==> src/adc_host_pkg.sv <==
/*
  shared constants, pin and sample carriers for the converter host sequencer.
  assumes a 200 MHz system clock; every delay is a whole number of its cycles.
*/
package adc_host_pkg;

  localparam longint unsigned CLK_PS = 64'd5000;
  localparam longint unsigned PS_NS  = 64'd1000;
  localparam longint unsigned PS_US  = 64'd1000000;
  localparam longint unsigned PS_MS  = 64'd1000000000;

  // least times round up, never below one cycle
  function automatic int unsigned cyc_up(input longint unsigned t_ps);
    longint unsigned c;
    c = (t_ps + CLK_PS - 64'd1) / CLK_PS;
    if (c == 64'h0) c = 64'h1;
    return c[31:0];
  endfunction : cyc_up

  // printed figures
  localparam int unsigned T_CNCS_NS   = 10;
  localparam int unsigned T_CSBSY_NS  = 40;
  localparam int unsigned T_BSYCS_NS  = 0;
  localparam int unsigned T_CSCN_NS   = 10;
  localparam int unsigned T_CSRD_NS   = 0;
  localparam int unsigned T_RDCS_NS   = 0;
  localparam int unsigned T_RD_HI_NS  = 15;
  localparam int unsigned T_RDDB_NS   = 17;
  localparam int unsigned T_SCLK_NS   = 50;
  localparam int unsigned T_CSCK_NS   = 8;
  localparam int unsigned T_CKCS_NS   = 10;
  localparam int unsigned T_OS_NS     = 20;
  localparam int unsigned T_CN_PL_NS  = 25;
  localparam int unsigned T_RST_HI_NS = 50;
  localparam int unsigned T_STANDBY_CTRL_N_US   = 100;
  localparam int unsigned T_RSTCN_US  = 25;
  localparam int unsigned T_SD_INT_MS = 50;
  localparam int unsigned T_SD_EXT_MS = 13;

  // cycle counts; rd low also covers the 17 ns data access
  localparam int unsigned CYC_CNCS   = cyc_up(longint'(T_CNCS_NS) * PS_NS);
  localparam int unsigned CYC_CSBSY  = cyc_up(longint'(T_CSBSY_NS) * PS_NS);
  localparam int unsigned CYC_BSYCS  = cyc_up(longint'(T_BSYCS_NS) * PS_NS);
  localparam int unsigned CYC_CSCN   = cyc_up(longint'(T_CSCN_NS) * PS_NS);
  localparam int unsigned CYC_CSRD   = cyc_up(longint'(T_CSRD_NS) * PS_NS);
  localparam int unsigned CYC_RDCS   = cyc_up(longint'(T_RDCS_NS) * PS_NS);
  localparam int unsigned CYC_RD_HI  = cyc_up(longint'(T_RD_HI_NS) * PS_NS);
  localparam int unsigned CYC_RD_LO  = cyc_up(longint'(T_RDDB_NS) * PS_NS);
  localparam int unsigned CYC_SCLK_H = cyc_up(longint'(T_SCLK_NS) * PS_NS / 64'd2);
  localparam int unsigned CYC_CSCK   = cyc_up(longint'(T_CSCK_NS) * PS_NS);
  localparam int unsigned CYC_CKCS   = cyc_up(longint'(T_CKCS_NS) * PS_NS);
  localparam int unsigned CYC_OS     = cyc_up(longint'(T_OS_NS) * PS_NS);
  localparam int unsigned CYC_GAP    = (CYC_OS > CYC_CSCN) ? CYC_OS : CYC_CSCN;
  localparam int unsigned CYC_CN_PL  = cyc_up(longint'(T_CN_PL_NS) * PS_NS);
  localparam int unsigned CYC_RST_HI = cyc_up(longint'(T_RST_HI_NS) * PS_NS);
  localparam int unsigned CYC_STANDBY_CTRL_N   = cyc_up(longint'(T_STANDBY_CTRL_N_US) * PS_US);
  localparam int unsigned CYC_RSTCN  = cyc_up(longint'(T_RSTCN_US) * PS_US);
  localparam int unsigned CYC_SD_INT = cyc_up(longint'(T_SD_INT_MS) * PS_MS);
  localparam int unsigned CYC_SD_EXT = cyc_up(longint'(T_SD_EXT_MS) * PS_MS);

  // last unit index of one read: words, bytes, serial bits
  localparam logic [6:0] LAST_WORD = 7'h03;
  localparam logic [6:0] LAST_BYTE = 7'h07;
  localparam logic [6:0] LAST_BIT  = 7'h3f;

  typedef enum logic [1:0] {
    RM_WORD   = 2'h0,
    RM_BYTE   = 2'h1,
    RM_SERIAL = 2'h2
  } read_mode_e;

  typedef struct packed {
    logic       conv_start_a;
    logic       conv_start_b;
    logic       cs_n;
    logic       rd_n;
    logic       sclk;
    logic       standby_ctrl_n;
    logic       dev_reset;
    logic [2:0] oversample_select;
  } pin_ctrl_s;

  typedef struct packed {
    logic        valid;
    logic        discard;
    logic        first;
    logic [1:0]  chan;
    logic [15:0] data;
  } sample_s;

  // reset pulse is driven from power-up on
  localparam pin_ctrl_s PINS_RST = '{1'b1, 1'b1, 1'b1, 1'b1, 1'b1, 1'b1, 1'b1, 3'h0};

endpackage : adc_host_pkg

==> src/interval_timer.sv <==
/*
  down counter that flags when a loaded number of cycles has passed.
  assumes an asynchronous active-low reset already released cleanly.
*/
`timescale 1ns/100ps
module interval_timer #(
  parameter int unsigned   W         = 24,
  parameter logic [W-1:0]  RST_COUNT = '0
) (
  input  wire logic         clk_in,
  input  wire logic         rst_n_in,
  input  wire logic         load_in,
  input  wire logic [W-1:0] count_in,
  output logic              done_out
);

  logic [W-1:0] cnt_reg;

  // load n: done is seen n-1 cycles later, so the next change lands n edges on
  always_ff @(posedge clk_in or negedge rst_n_in) begin
    if (!rst_n_in) begin
      cnt_reg <= RST_COUNT;
    end else if (load_in) begin
      cnt_reg <= count_in;
    end else if (cnt_reg != '0) begin
      cnt_reg <= cnt_reg - {{(W-1){1'b0}}, 1'b1};
    end
  end

  assign done_out = (cnt_reg <= {{(W-1){1'b0}}, 1'b1});

endmodule : interval_timer

==> src/adc_host_seq.sv <==
/*
  host sequencer for a four-channel simultaneous-sampling converter:
  conversion start, word/byte/serial readout, standby and shutdown wake-up.
  assumes busy and data pins are synchronous to mclk_in; one clock domain.
*/
// How it works
// a read during conversion lowers chip select no sooner than 10 ns after conversion start rises.
// a read during conversion ends with chip select high at least 40 ns before busy falls.
// a read after conversion lowers chip select only once busy is seen low.
// chip select is high at least 10 ns before the next conversion start rises.
// chip select falls no later than read strobe, and each strobe phase lasts at least 15 ns.
// the read strobe rises no later than chip select at the end of the access.
// serial reads keep 8 ns setup, 10 ns hold after the last edge and a 50 ns clock period.
// serial clock high and low phases each stay between 45 and 55 percent of the period.
// oversample select is changed only well away from the falling edge of busy.
// conversion start waits 100 us after leaving standby.
// an early start after standby marks the first results to be discarded.
// after shutdown, reset rises 50 ms (internal ref) or 13 ms (external ref) after wake.
// the reset pulse is at least 50 ns, then 25 us pass before conversion start.
// the converter holds busy for the conversion time, 2 us up to 191 us.
// the converter raises busy within 15 ns of conversion start.
// every least delay is rounded up to whole clock cycles.
`timescale 1ns/100ps
module adc_host_seq
  import adc_host_pkg::*;
#(
  parameter int unsigned STANDBY_CTRL_N_CYC   = CYC_STANDBY_CTRL_N,
  parameter int unsigned RSTCN_CYC  = CYC_RSTCN,
  parameter int unsigned SD_INT_CYC = CYC_SD_INT,
  parameter int unsigned SD_EXT_CYC = CYC_SD_EXT
) (
  input  wire logic        mclk_in,
  input  wire logic        nrst_in,
  input  wire logic        start_in,
  input  wire read_mode_e  mode_in,
  input  wire logic        during_in,
  input  wire logic [2:0]  osr_in,
  input  wire logic        sleep_in,
  input  wire logic        wake_in,
  input  wire logic        shutdown_in,
  input  wire logic        ext_ref_in,
  input  wire logic        fast_wake_in,
  input  wire logic        busy_in,
  input  wire logic [15:0] parallel_bus_in,
  input  wire logic        serial_out_a_in,
  input  wire logic        first_channel_flag_in,
  output pin_ctrl_s        pins_out,
  output sample_s          sample_out,
  output logic             ready_out
);

  typedef enum logic [3:0] {
    S_IDLE     = 4'h0,
    S_CONV_LO  = 4'h1,
    S_CONV_HI  = 4'h3,
    S_PRE_RD   = 4'h2,
    S_CS_SETUP = 4'h6,
    S_STB_LO   = 4'h7,
    S_STB_HI   = 4'h5,
    S_CS_HOLD  = 4'h4,
    S_WAIT_BSY = 4'hc,
    S_GAP      = 4'hd,
    S_SLEEP    = 4'hf,
    S_WAKE     = 4'he,
    S_RST_HI   = 4'ha,
    S_RST_WAIT = 4'hb
  } seq_state_e;

  logic        rst_meta_reg;
  logic        rst_n;
  seq_state_e  state_reg;
  seq_state_e  state_next;
  pin_ctrl_s   pins_reg;
  sample_s     sample_reg;
  read_mode_e  mode_reg;
  logic        ready_reg;
  logic        during_reg;
  logic        have_prev_reg;
  logic        shutdown_reg;
  logic        ext_reg;
  logic        disc_now_reg;
  logic [6:0]  unit_reg;
  logic [7:0]  hi_byte_reg;
  logic [14:0] shift_reg;
  logic        seq_load;
  logic [23:0] seq_val;
  logic        seq_done;
  logic        ph_load;
  logic [7:0]  ph_val;
  logic        ph_done;
  logic        ser;
  logic        last;
  logic        conv_go;
  logic        cap;
  logic        cap_emit;
  logic [15:0] cap_word;
  logic [1:0]  cap_chan;
  logic [7:0]  setup_cyc;
  logic [7:0]  lo_cyc;
  logic [7:0]  hi_cyc;
  logic [7:0]  hold_cyc;

  // reset released through two flops
  always_ff @(posedge mclk_in or negedge nrst_in) begin
    if (!nrst_in) begin
      rst_meta_reg <= 1'b0;
      rst_n        <= 1'b0;
    end else begin
      rst_meta_reg <= 1'b1;
      rst_n        <= rst_meta_reg;
    end
  end

  // long waits; power-up starts inside the reset pulse
  interval_timer #(.W(24), .RST_COUNT(24'(CYC_RST_HI))) u_seq_tmr (
    .clk_in   (mclk_in),
    .rst_n_in (rst_n),
    .load_in  (seq_load),
    .count_in (seq_val),
    .done_out (seq_done)
  );

  // strobe and clock phases
  interval_timer #(.W(8), .RST_COUNT(8'h00)) u_ph_tmr (
    .clk_in   (mclk_in),
    .rst_n_in (rst_n),
    .load_in  (ph_load),
    .count_in (ph_val),
    .done_out (ph_done)
  );

  // phase lengths per read mode
  assign ser       = (mode_reg == RM_SERIAL);
  assign setup_cyc = ser ? 8'(CYC_CSCK) : 8'(CYC_CSRD);
  assign lo_cyc    = ser ? 8'(CYC_SCLK_H) : 8'(CYC_RD_LO);
  assign hi_cyc    = ser ? 8'(CYC_SCLK_H) : 8'(CYC_RD_HI);
  assign hold_cyc  = ser ? 8'(CYC_CKCS) : 8'(CYC_RDCS);
  assign last      = (unit_reg == (ser ? LAST_BIT :
                      (mode_reg == RM_BYTE) ? LAST_BYTE : LAST_WORD));
  assign conv_go   = (state_next == S_CONV_LO) && (state_reg != S_CONV_LO);
  assign cap       = (state_reg == S_STB_LO) && ph_done;

  // sequencing and timer loads
  always_comb begin
    state_next = state_reg;
    seq_load   = 1'b0;
    seq_val    = '0;
    ph_load    = 1'b0;
    ph_val     = '0;
    case (state_reg)
      S_IDLE: begin
        if (sleep_in) begin
          state_next = S_SLEEP;
        end else if (start_in) begin
          state_next = S_CONV_LO;
          ph_load    = 1'b1;
          ph_val     = 8'(CYC_CN_PL);
        end
      end
      S_CONV_LO: if (ph_done) begin
        state_next = S_CONV_HI;
        seq_load   = 1'b1;
        seq_val    = 24'(CYC_CNCS);
      end
      S_CONV_HI: if (busy_in) begin
        state_next = during_reg ? S_PRE_RD : S_WAIT_BSY;
      end
      S_PRE_RD: if (seq_done) begin
        state_next = S_CS_SETUP;
        ph_load    = 1'b1;
        ph_val     = setup_cyc;
      end
      S_WAIT_BSY: if (!busy_in) begin
        if (during_reg) begin
          state_next = S_GAP;
          seq_load   = 1'b1;
          seq_val    = 24'(CYC_GAP);
        end else begin
          state_next = S_CS_SETUP;
          ph_load    = 1'b1;
          ph_val     = setup_cyc;
        end
      end
      S_CS_SETUP: if (ph_done) begin
        state_next = S_STB_LO;
        ph_load    = 1'b1;
        ph_val     = lo_cyc;
      end
      S_STB_LO: if (ph_done) begin
        state_next = last ? S_CS_HOLD : S_STB_HI;
        ph_load    = 1'b1;
        ph_val     = last ? hold_cyc : hi_cyc;
      end
      S_STB_HI: if (ph_done) begin
        state_next = S_STB_LO;
        ph_load    = 1'b1;
        ph_val     = lo_cyc;
      end
      S_CS_HOLD: if (ph_done) begin
        // a short read ends far inside the 2 us minimum conversion
        state_next = during_reg ? S_WAIT_BSY : S_GAP;
        seq_load   = !during_reg;
        seq_val    = 24'(CYC_GAP);
      end
      S_GAP: if (seq_done) state_next = S_IDLE;
      S_SLEEP: if (wake_in) begin
        state_next = S_WAKE;
        seq_load   = 1'b1;
        seq_val    = !shutdown_in ? 24'(STANDBY_CTRL_N_CYC) :
                     ext_ref_in ? 24'(SD_EXT_CYC) : 24'(SD_INT_CYC);
      end
      S_WAKE: begin
        if (seq_done) begin
          state_next = shutdown_reg ? S_RST_HI : S_IDLE;
          seq_load   = shutdown_reg;
          seq_val    = 24'(CYC_RST_HI);
        end else if (!shutdown_reg && fast_wake_in && start_in) begin
          state_next = S_CONV_LO;
          ph_load    = 1'b1;
          ph_val     = 8'(CYC_CN_PL);
        end
      end
      S_RST_HI: if (seq_done) begin
        state_next = S_RST_WAIT;
        seq_load   = 1'b1;
        seq_val    = 24'(RSTCN_CYC);
      end
      S_RST_WAIT: if (seq_done) state_next = S_IDLE;
      default: state_next = S_IDLE;
    endcase
  end

  always_ff @(posedge mclk_in or negedge rst_n) begin
    if (!rst_n) state_reg <= S_RST_HI;
    else        state_reg <= state_next;
  end

  // pins follow the next state so each edge lands with the transition
  always_ff @(posedge mclk_in or negedge rst_n) begin
    if (!rst_n) begin
      pins_reg <= PINS_RST;
    end else begin
      pins_reg.conv_start_a   <= (state_next != S_CONV_LO);
      pins_reg.conv_start_b   <= (state_next != S_CONV_LO);
      pins_reg.cs_n           <= !(state_next inside {S_CS_SETUP, S_STB_LO, S_STB_HI, S_CS_HOLD});
      pins_reg.rd_n           <= !((state_next == S_STB_LO) && !ser);
      pins_reg.sclk           <= !((state_next == S_STB_LO) && ser);
      pins_reg.standby_ctrl_n <= (state_next != S_SLEEP);
      pins_reg.dev_reset      <= (state_next == S_RST_HI);
      if (conv_go) pins_reg.oversample_select <= osr_in;
    end
  end

  // per-conversion settings; serial is too slow to read inside a conversion
  always_ff @(posedge mclk_in or negedge rst_n) begin
    if (!rst_n) begin
      mode_reg      <= RM_WORD;
      during_reg    <= 1'b0;
      disc_now_reg  <= 1'b0;
      have_prev_reg <= 1'b0;
      shutdown_reg  <= 1'b0;
      ext_reg       <= 1'b0;
    end else begin
      if (conv_go) begin
        mode_reg     <= mode_in;
        during_reg   <= during_in && (mode_in != RM_SERIAL) && have_prev_reg &&
                        (state_reg != S_WAKE);
        disc_now_reg <= (state_reg == S_WAKE);
      end
      if (state_reg == S_GAP) have_prev_reg <= 1'b1;
      if (state_reg == S_SLEEP) have_prev_reg <= 1'b0;
      if (state_next == S_WAKE && state_reg == S_SLEEP) begin
        shutdown_reg <= shutdown_in;
        ext_reg      <= ext_ref_in;
      end
    end
  end

  // unit counter: word, byte or bit within one read
  always_ff @(posedge mclk_in or negedge rst_n) begin
    if (!rst_n)                    unit_reg <= 7'h00;
    else if (state_reg == S_CS_SETUP) unit_reg <= 7'h00;
    else if (cap)                  unit_reg <= unit_reg + 7'h01;
  end

  // assemble a word; byte mode sends the high byte first
  always_comb begin
    cap_word = parallel_bus_in;
    cap_chan = unit_reg[1:0];
    cap_emit = 1'b1;
    if (mode_reg == RM_BYTE) begin
      cap_word = {hi_byte_reg, parallel_bus_in[7:0]};
      cap_chan = unit_reg[2:1];
      cap_emit = unit_reg[0];
    end else if (ser) begin
      cap_word = {shift_reg, serial_out_a_in};
      cap_chan = unit_reg[5:4];
      cap_emit = (unit_reg[3:0] == 4'hf);
    end
  end

  always_ff @(posedge mclk_in or negedge rst_n) begin
    if (!rst_n) begin
      hi_byte_reg <= 8'h00;
      shift_reg   <= 15'h0000;
    end else if (cap) begin
      hi_byte_reg <= parallel_bus_in[7:0];
      shift_reg   <= {shift_reg[13:0], serial_out_a_in};
    end
  end

  // one-cycle result strobe, sampled on the strobe's rising edge
  always_ff @(posedge mclk_in or negedge rst_n) begin
    if (!rst_n) begin
      sample_reg <= '0;
      ready_reg  <= 1'b0;
    end else begin
      sample_reg.valid <= cap && cap_emit;
      if (cap && cap_emit) begin
        sample_reg.discard <= disc_now_reg;
        sample_reg.first   <= first_channel_flag_in;
        sample_reg.chan    <= cap_chan;
        sample_reg.data    <= cap_word;
      end
      ready_reg <= (state_next == S_IDLE);
    end
  end

  assign pins_out   = pins_reg;
  assign sample_out = sample_reg;
  assign ready_out  = ready_reg;

  // checking helpers: how long each pin level has lasted
  logic [31:0] conv_hi_cnt;
  logic [31:0] cs_hi_cnt;
  logic [31:0] busy_lo_cnt;
  logic [31:0] standby_ctrl_n_hi_cnt;
  logic [31:0] rst_hi_cnt;
  logic [31:0] rst_lo_cnt;

  function automatic logic [31:0] sat_inc(input logic [31:0] v);
    return (v == 32'hffffffff) ? v : v + 32'h1;
  endfunction : sat_inc

  always_ff @(posedge mclk_in or negedge rst_n) begin
    if (!rst_n) begin
      conv_hi_cnt <= 32'hffffffff;
      cs_hi_cnt   <= 32'hffffffff;
      busy_lo_cnt <= 32'h0;
      standby_ctrl_n_hi_cnt <= 32'hffffffff;
      rst_hi_cnt  <= 32'h0;
      rst_lo_cnt  <= 32'h0;
    end else begin
      conv_hi_cnt <= pins_reg.conv_start_a ? sat_inc(conv_hi_cnt) : 32'h0;
      cs_hi_cnt   <= pins_reg.cs_n ? sat_inc(cs_hi_cnt) : 32'h0;
      busy_lo_cnt <= !busy_in ? sat_inc(busy_lo_cnt) : 32'h0;
      standby_ctrl_n_hi_cnt <= pins_reg.standby_ctrl_n ? sat_inc(standby_ctrl_n_hi_cnt) : 32'h0;
      rst_hi_cnt  <= pins_reg.dev_reset ? sat_inc(rst_hi_cnt) : 32'h0;
      rst_lo_cnt  <= !pins_reg.dev_reset ? sat_inc(rst_lo_cnt) : 32'h0;
    end
  end
endmodule : adc_host_seq

==> config.mk <==
export PLATFORM = sky130hd
export DESIGN_NAME = adc_host_seq
export DESIGN_NICKNAME = d
export VERILOG_FILES = /design/src/adc_host_pkg.sv /design/src/interval_timer.sv /design/src/adc_host_seq.sv
export SDC_FILE = /design/constraint.sdc
export NUM_CORES = 1
export LEC_CHECK = 0
export BUFFER_PORTS_ARGS = -buffer_cell sky130_fd_sc_hd__buf_2
export CAP_MARGIN = 20
export CORE_MARGIN = 4
export CORE_UTILIZATION = 50
export CTS_BUF_LIST = sky130_fd_sc_hd__clkbuf_8 sky130_fd_sc_hd__clkbuf_16
export DETAILED_ROUTE_END_ITERATION = 8
export HOLD_SLACK_MARGIN = 0.12
export PLACE_DENSITY_LB_ADDON = 0.15
export RECOVER_POWER = 100
export SETUP_SLACK_MARGIN = 0.4
export SLEW_MARGIN = 10
export SYNTH_ARGS = -nofsm -noshare
export SYNTH_HDL_FRONTEND = slang
export SYNTH_SLANG_ARGS = --single-unit
==> constraint.sdc <==
create_clock -name mclk_in -period 8.7 [get_ports mclk_in]
set_input_delay 1.305 -clock mclk_in [delete_from_list [all_inputs] [get_ports mclk_in]]
set_output_delay 1.305 -clock mclk_in [all_outputs]
set_load 0.05 [all_outputs]
==> results of run 1 <==
[power by group through the flow]
stage	clock network, mW	registers, mW	logic (mW)
2_1_floorplan	0	1.02	0.671
3_3_place_gp	0	0.865	1.05
3_5_place_dp	0	0.869	1.07
4_1_cts	0.328	0.862	1.08
5_1_grt	0.350	0.893	1.14
6_report	0.319	0.863	1.03
[layer usage]
metal	part of all wire (%)	vias to the layer above	global-route usage (%)	routed length, um
met4	1.5	0	5.46	203
met5	0	-	0	0
met3	6.3	17	5.62	819
li1	-	2127	-	-
met1	45	2177	29.2	5950
met2	47	114	33.8	6130
[worst max-delay path: stages, from the launching register on]
cell and delay, ns:
dfrtp_1 0.41, or4_1 0.63, nor4_1 0.57, and2_0 0.20
clkbuf_1 1.23, o311ai_0 1.25, clkbuf_1 0.62, mux2_2 0.42
[through the flow]
stage / setup WS, ns / cell area (um^2) / utilization [%]
finish: 3.28 / 6100 / 56.0
global route: 2.70 / 6100 / 56.0
CTS: 5.58 / 6230 / 57.2
detailed placement: 5.45 / 6020 / 55.3
global placement: 5.45 / 6020 / 55.3
floorplan: 5.58 / 5600 / -
[cells by family (layout without fill, tap and decap cells)]
kind of cell / after synthesis / after routing / synth area share [%]
adder cells (fa/ha/maj): 10 / 10 / 2.23
AND/OR/NAND/NOR: 213 / 213 / 19.4
other: 1 / 1 / 0.0669
flip-flops: 105 / 105 / 47.1
XOR/XNOR: 31 / 31 / 4.84
AO/OA/AOI/OAI: 111 / 111 / 12.9
buffers and inverters: 46 / 102 / 3.64
multiplexers: 51 / 51 / 9.82
[final timing paths]
check	endpoint	slack, ns	cells past startpoint
worst max-delay path	sample_out[18]$_DFFE_PN0P_	3.28	7
worst min-delay path	pins_out[0]$_DFFE_PN0P_	0.33	0
worst max register to register	sample_out[18]$_DFFE_PN0P_	3.28	7
worst min register to register	pins_out[0]$_DFFE_PN0P_	0.33	0
max in group asynchronous	sample_out[20]$_DFF_PN0_	3.88	2
min in group mclk_in	rst_n$_DFF_PN0_	0.38	0
[Yosys cell counts, types with 9 or more instances]
master,n,area [um^2]
xor2_1,15,131
nand4_1,9,56.3
xnor2_1,16,140
inv_1,16,60.1
nor4_1,9,56.3
dfstp_2,10,263
nand2b_1,11,68.8
nand2_1,52,195
buf_2,10,50.1
mux2_2,28,315
nor2_1,62,233
clkbuf_1,16,60.1
dfrtp_1,95,2380
nand3_1,16,80.1
mux2i_1,22,220
o21ai_0,37,185
nor3_1,12,60.1
ha_1,10,125
a31oi_1,12,75.1
a21oi_1,23,115
[layout make-up]
cell class                 count  area [um^2]
timing repair buffer          70          302
fill                        1009         4790
sequential                   105         2640
tap                          140          175
clock buffer                   9          124
clock inverter                 7         85.1
inverter                      16         60.1
multi-input combinational    417         2710
==> run summary, run 1 <==
DRT Pass-1 Iters -> 4
Peak VDD IR -> 0.265 mV
Clock share of power -> 14.4%
DRC errors left -> 0
Vias in the first global route -> 4,425
IO buf count -> 64
Failing checks -> capacitance limit, slew limit
Slew at the pin with the worst max-slew slack -> 2.88 ns
Die height -> 114 um
Hold Path Class -> register to async pin
Synthesized instance count -> 568
CTS Buffer Depth -> 2
Core Area -> 10,900 um^2
Largest net degree at the start of global routing -> 85
Nets -> 662
Clk root buf -> clkbuf_8
Worst skew pair latency -> 0.39 ns
Synth Warn # -> 0
# setup viols final -> 0
P&R area growth vs syn -> 8.84%
Post-Layout Cell Count -> 764
Sw Share -> 47.2%
Register area share after synthesis -> 47.1%
Post-synth EDFFs -> 0
Hold_buf cts -> 0
Initial DRC count -> 344
Die width -> 114 um
Placed instance count -> 747
Unrepaired setup endpoints after global routing -> false
Worst-path clk slew -> 0.11 ns
TritonCTS buffer count -> 9
Postcts setup bufs -> 0
Rows -> 38
Min cycle time layout -> 5.42 ns
Power share of the combinational group -> 46.6%
Initial antenna violation count -> 0
Routability congestion estimate -> 0.902
Outcome -> complete, but fails checks
Pins over their slew limit -> 137
Max Fanout on Critical Path -> 32
TritonCTS Sinks -> 105
WL final -> 13.1 mm
CP startpoint -> u_ph_tmr.cnt_reg[7]$_DFFE_PN0P_
DR vias -> 4,435
Final TNS setup -> 0 ns
Final antenna-violating net count -> 0
Total track usage -> 21.3%
Internal -> 1.17 mW
Syn Std Cell Area -> 5600 um^2
Global route overflow -> 0
Max_cap viols -> 4
Post-cts resize count -> 0
Synth unique cells -> 67
Die area -> 13,000 um^2
Max Clock Freq -> 0.185 GHz
Slew margin rel. -> -92.2%
Fin Hold WS -> 0.328 ns
Detailed Place HPWL -> 9.39 mm
Drt via density -> 5.80
Tot Pwr -> 2.21 mW
Power Density -> 363 nW/um^2
WL/cell -> 17.1 um
Mapped Nets -> 611
Worst r2r src -> u_ph_tmr.cnt_reg[7]$_DFFE_PN0P_
CP arrival -> 5.70 ns
Final hold violations -> 0
Post-synth ARST share -> 100%
Sequential share of power -> 39.0%
CTS tree -> yes
Initial Util -> 51.5%
Max FFs per register -> 24
Clock Skews -> 0.0194 ns
Leading cell type in the layout, fill and taps excluded -> dfrtp_1
Io pins -> 65
Crit. End Element -> register
Final worst-path cycle share -> 62.3%
Crit path kind -> register to register
Sw Pwr -> 1.05 mW
First-pass GRT wire length -> 21.9 mm
Crit start category -> register
Mean area per synthesized cell -> 9.87 um^2
Static Leak -> 2.69 nW
Most used DFF post-synth -> dfrtp_1
Proportion of layout cells with a drive suffix above 1 -> 14.6%
Synth Register Bits -> 105
Required time worst endpoint -> 8.98 ns
H-tree depth -> 3
Most frequent cells in the layout -> dfrtp_1, nor2_1, nand2_1, clkbuf_1, o21ai_0
# diodes -> 0
No activity file was read; power rests on OpenSTA's default activity.
==> inputs of run 2 (changes only) <==
==> constraint.sdc (replaced) <==
create_clock -name mclk_in -period 4.9 [get_ports mclk_in]
set_input_delay 0.735 -clock mclk_in [delete_from_list [all_inputs] [get_ports mclk_in]]
set_output_delay 0.735 -clock mclk_in [all_outputs]
set_load 0.05 [all_outputs]
==> run 2 against run 1 <==
  * The flow still finishes with violations (capacitance limit, slew limit)
  * Setup slack worse by 2.0 ns
  * Routed wire length down 0.42%
  * Power up 79%
  * Clock skew down 0.012 ns
  * Final cell count unchanged
  * Via count about the same
  * Sequential power up 78%
  * Sequential share of layout area down 0.16 points
  * Clock power up 92%
  * Register-to-register slack worse by 2.0 ns
  * Non-clock buffer count unchanged
  * First-iteration DRC count down 6.1%
  * Critical path type unchanged
  * Largest cell class unchanged
==> run summary, run 2 (synthesized netlist as in run 1, its figures left out) <==
Crit start category -> register
Required time worst endpoint -> 5.14 ns (-3.84 ns)
Die width -> 114 um (unchanged)
Internal -> 2.14 mW (+83%)
IO buf count -> 64 (unchanged)
Core Area -> 10,900 um^2 (unchanged)
DR vias -> 4,434 (-0.023%)
Clock Skews -> 0.00741 ns (-0.0120 ns)
Crit path top cell by count -> nor4_1
Multi-input combinational cell area -> 2700 um^2 (-0.69%)
Peak VDD IR -> 0.338 mV (+28%)
Initial Util -> 51.5% (unchanged)
H-tree depth -> 3 (unchanged)
Sw Pwr -> 1.83 mW (+75%)
Max FFs per register -> 24 (unchanged)
Unrepaired setup endpoints after global routing -> false
DRC errors left -> 0 (unchanged)
Sw Share -> 46.2% (-1.0 points)
Routability congestion estimate -> 0.897 (-0.57%)
Max Fanout on Critical Path -> 18 (-44%)
Worst skew pair latency -> 0.37 ns (-0.02 ns)
Max Clock Freq -> 0.278 GHz (+50%)
Hold Path Class -> register to register
Post-Layout Cell Count -> 764 (unchanged)
CTS Buffer Depth -> 2 (unchanged)
Total track usage -> 21.6% (+0.29 points)
Static Leak -> 2.72 nW (+1.2%)
Initial antenna violation count -> 0 (unchanged)
Largest net degree at the start of global routing -> 72 (-15%)
Slew margin rel. -> -92.6% (-0.35 points)
Clk root buf -> clkbuf_8
Clock share of power -> 15.4% (+1.0 points)
WL/cell -> 17.1 um (-0.42%)
CTS tree -> yes
Power Density -> 649 nW/um^2 (+79%)
Rows -> 38 (unchanged)
Failing checks -> capacitance limit, slew limit
Outcome -> complete, but fails checks
Vias in the first global route -> 4,627 (+4.6%)
Sequential share of power -> 38.8% (-0.2 points)
FF/Latch Area -> 2640 um^2 (unchanged)
Min cycle time layout -> 3.60 ns (-1.82 ns)
Detailed Place HPWL -> 9.14 mm (-2.7%)
# diodes -> 0 (unchanged)
Final hold violations -> 0 (unchanged)
Leading cell type in the layout, fill and taps excluded -> dfrtp_1
DRT Pass-1 Iters -> 5 (+1)
Initial DRC count -> 323 (-6.1%)
# setup viols final -> 0 (unchanged)
Die area -> 13,000 um^2 (unchanged)
Nets -> 662 (unchanged)
WL final -> 13.0 mm (-0.42%)
Max_cap viols -> 1 (-3)
CP cell instances -> nor4_1 > nand4_1 > nor4_1 > nor2b_1 > buf_4 > nand2_1 > o311ai_0
Final TNS setup -> 0 ns (unchanged)
Power share of the combinational group -> 45.8% (-0.8 points)
Fin Hold WS -> 0.346 ns (+0.0188 ns)
Final worst-path cycle share -> 73.5% (+11 points)
Post-cts resize count -> 0 (unchanged)
Crit path kind -> register to register
GR peak layer -> met2
Final antenna-violating net count -> 0 (unchanged)
Global route overflow -> 0 (unchanged)
CP max stage delay -> 0.90 ns (-0.35 ns)
P&R area growth vs syn -> 9.24%
TritonCTS buffer count -> 9 (unchanged)
Slew at the pin with the worst max-slew slack -> 2.89 ns (+0.00525 ns)
Worst-path clk slew -> 0.10 ns (about the same)
Met2 GRT Util -> 34.0% (+0.20 points)
Drt via density -> 5.80 (about the same)
Placed instance count -> 747 (unchanged)
First-pass GRT wire length -> 22.6 mm (+2.8%)
CP arrival -> 3.84 ns (-1.86 ns)
Pins over their slew limit -> 72 (-47%)
Layout filler cell count -> 999 (-0.99%)
Slowest stage cell, crit path -> nor4_1
Io pins -> 65 (unchanged)
Proportion of layout cells with a drive suffix above 1 -> 15.2% (+0.64 points)
Met1 GRT Util -> 29.5% (+0.36 points)
Most frequent cells in the layout -> dfrtp_1, nor2_1, nand2_1, o21ai_0, clkbuf_1
TritonCTS Sinks -> 105 (unchanged)
Tot Pwr -> 3.97 mW (+79%)
Met3 Track Usage GR -> 4.35% (-1.3 points)
Crit. End Element -> register
Die height -> 114 um (unchanged)
-- run 2: changes by cell type in the layout (fill, tap and decap cells not counted), sizes merged --
cell / delta
bufinv: +1
inv: -1
buf: +4
dlygate4sd3: +1
clkbuf: -4
clkinv: -1
-- run 2: critical path: cells and delay by family (launching register included) --
kind | cells | cell delay, ns
AND/OR/NAND/NOR | 5 | 2.60
flip-flops | 1 | 0.45
buffers and inverters | 1 | 0.24
AO/OA/AOI/OAI | 1 | 0.18
-- run 2: layout make-up --
| class | instances | area share [%] |
|---|---|---|
| Clock buffer | 10 | 2.25 |
| Inverter | 16 | 0.981 |
| Clock inverter | 6 | 1.47 |
| Tap cell | 140 | 2.86 |
| Timing Repair Buffer | 70 | 5.29 |
| Multi-Input combinational cell | 417 | 44.0 |
| Sequential cell | 105 | 43.1 |
-- run 2: worst paths after layout --
kind	from	endpoint	slack, ns	cells after the start
max	u_seq_tmr.cnt_reg[4]$_DFFE_PN0P_	u_seq_tmr.cnt_reg[9]$_DFFE_PN0P_	1.30	7
min	rst_meta_reg$_DFF_PN0_	rst_n$_DFF_PN0_	0.35	0
max reg2reg	u_seq_tmr.cnt_reg[4]$_DFFE_PN0P_	u_seq_tmr.cnt_reg[9]$_DFFE_PN0P_	1.30	7
min reg2reg	rst_meta_reg$_DFF_PN0_	rst_n$_DFF_PN0_	0.35	0
max in group asynchronous	rst_n$_DFF_PN0_	u_seq_tmr.cnt_reg[5]$_DFFE_PN0P_	1.67	1
min in group asynchronous	nrst_in	rst_n$_DFF_PN0_	0.66	2
-- run 2: power groups by stage --
stage                     Combinational, mW  Sequential, mW  Clock, mW
after floorplan                        1.19            1.81          0
final                                  1.82            1.54      0.611
after global placement                 1.86            1.54          0
after CTS                              1.90            1.54      0.625
after detailed placement               1.89            1.55          0
after global routing                   2.01            1.59      0.662
-- run 2: metrics by stage --
| step | utilization (%) | setup slack (ns) | instance area, um^2 |
|---|---|---|---|
| floorplan | - | 1.78 | 5600 |
| global placement | 55.3 | 1.83 | 6020 |
| detailed placement | 55.3 | 1.80 | 6020 |
| CTS | 57.5 | 1.78 | 6260 |
| global route | 56.2 | 0.947 | 6120 |
| finish | 56.2 | 1.30 | 6120 |
-- run 2: repair_timing --
item / 4_1_cts / 5_1_grt
hold buffers: 1 / 0
setup buffers: 0 / 0
endpoints found under the hold margin: 2 / 0
-- run 2: layer usage --
metal	part of all wire (%)	vias to the layer above	wire (um)
met5	0	-	0
met4	2.4	0	311
met3	5.0	26	648
met2	45	132	5930
met1	47	2153	6150
li1	-	2123	-
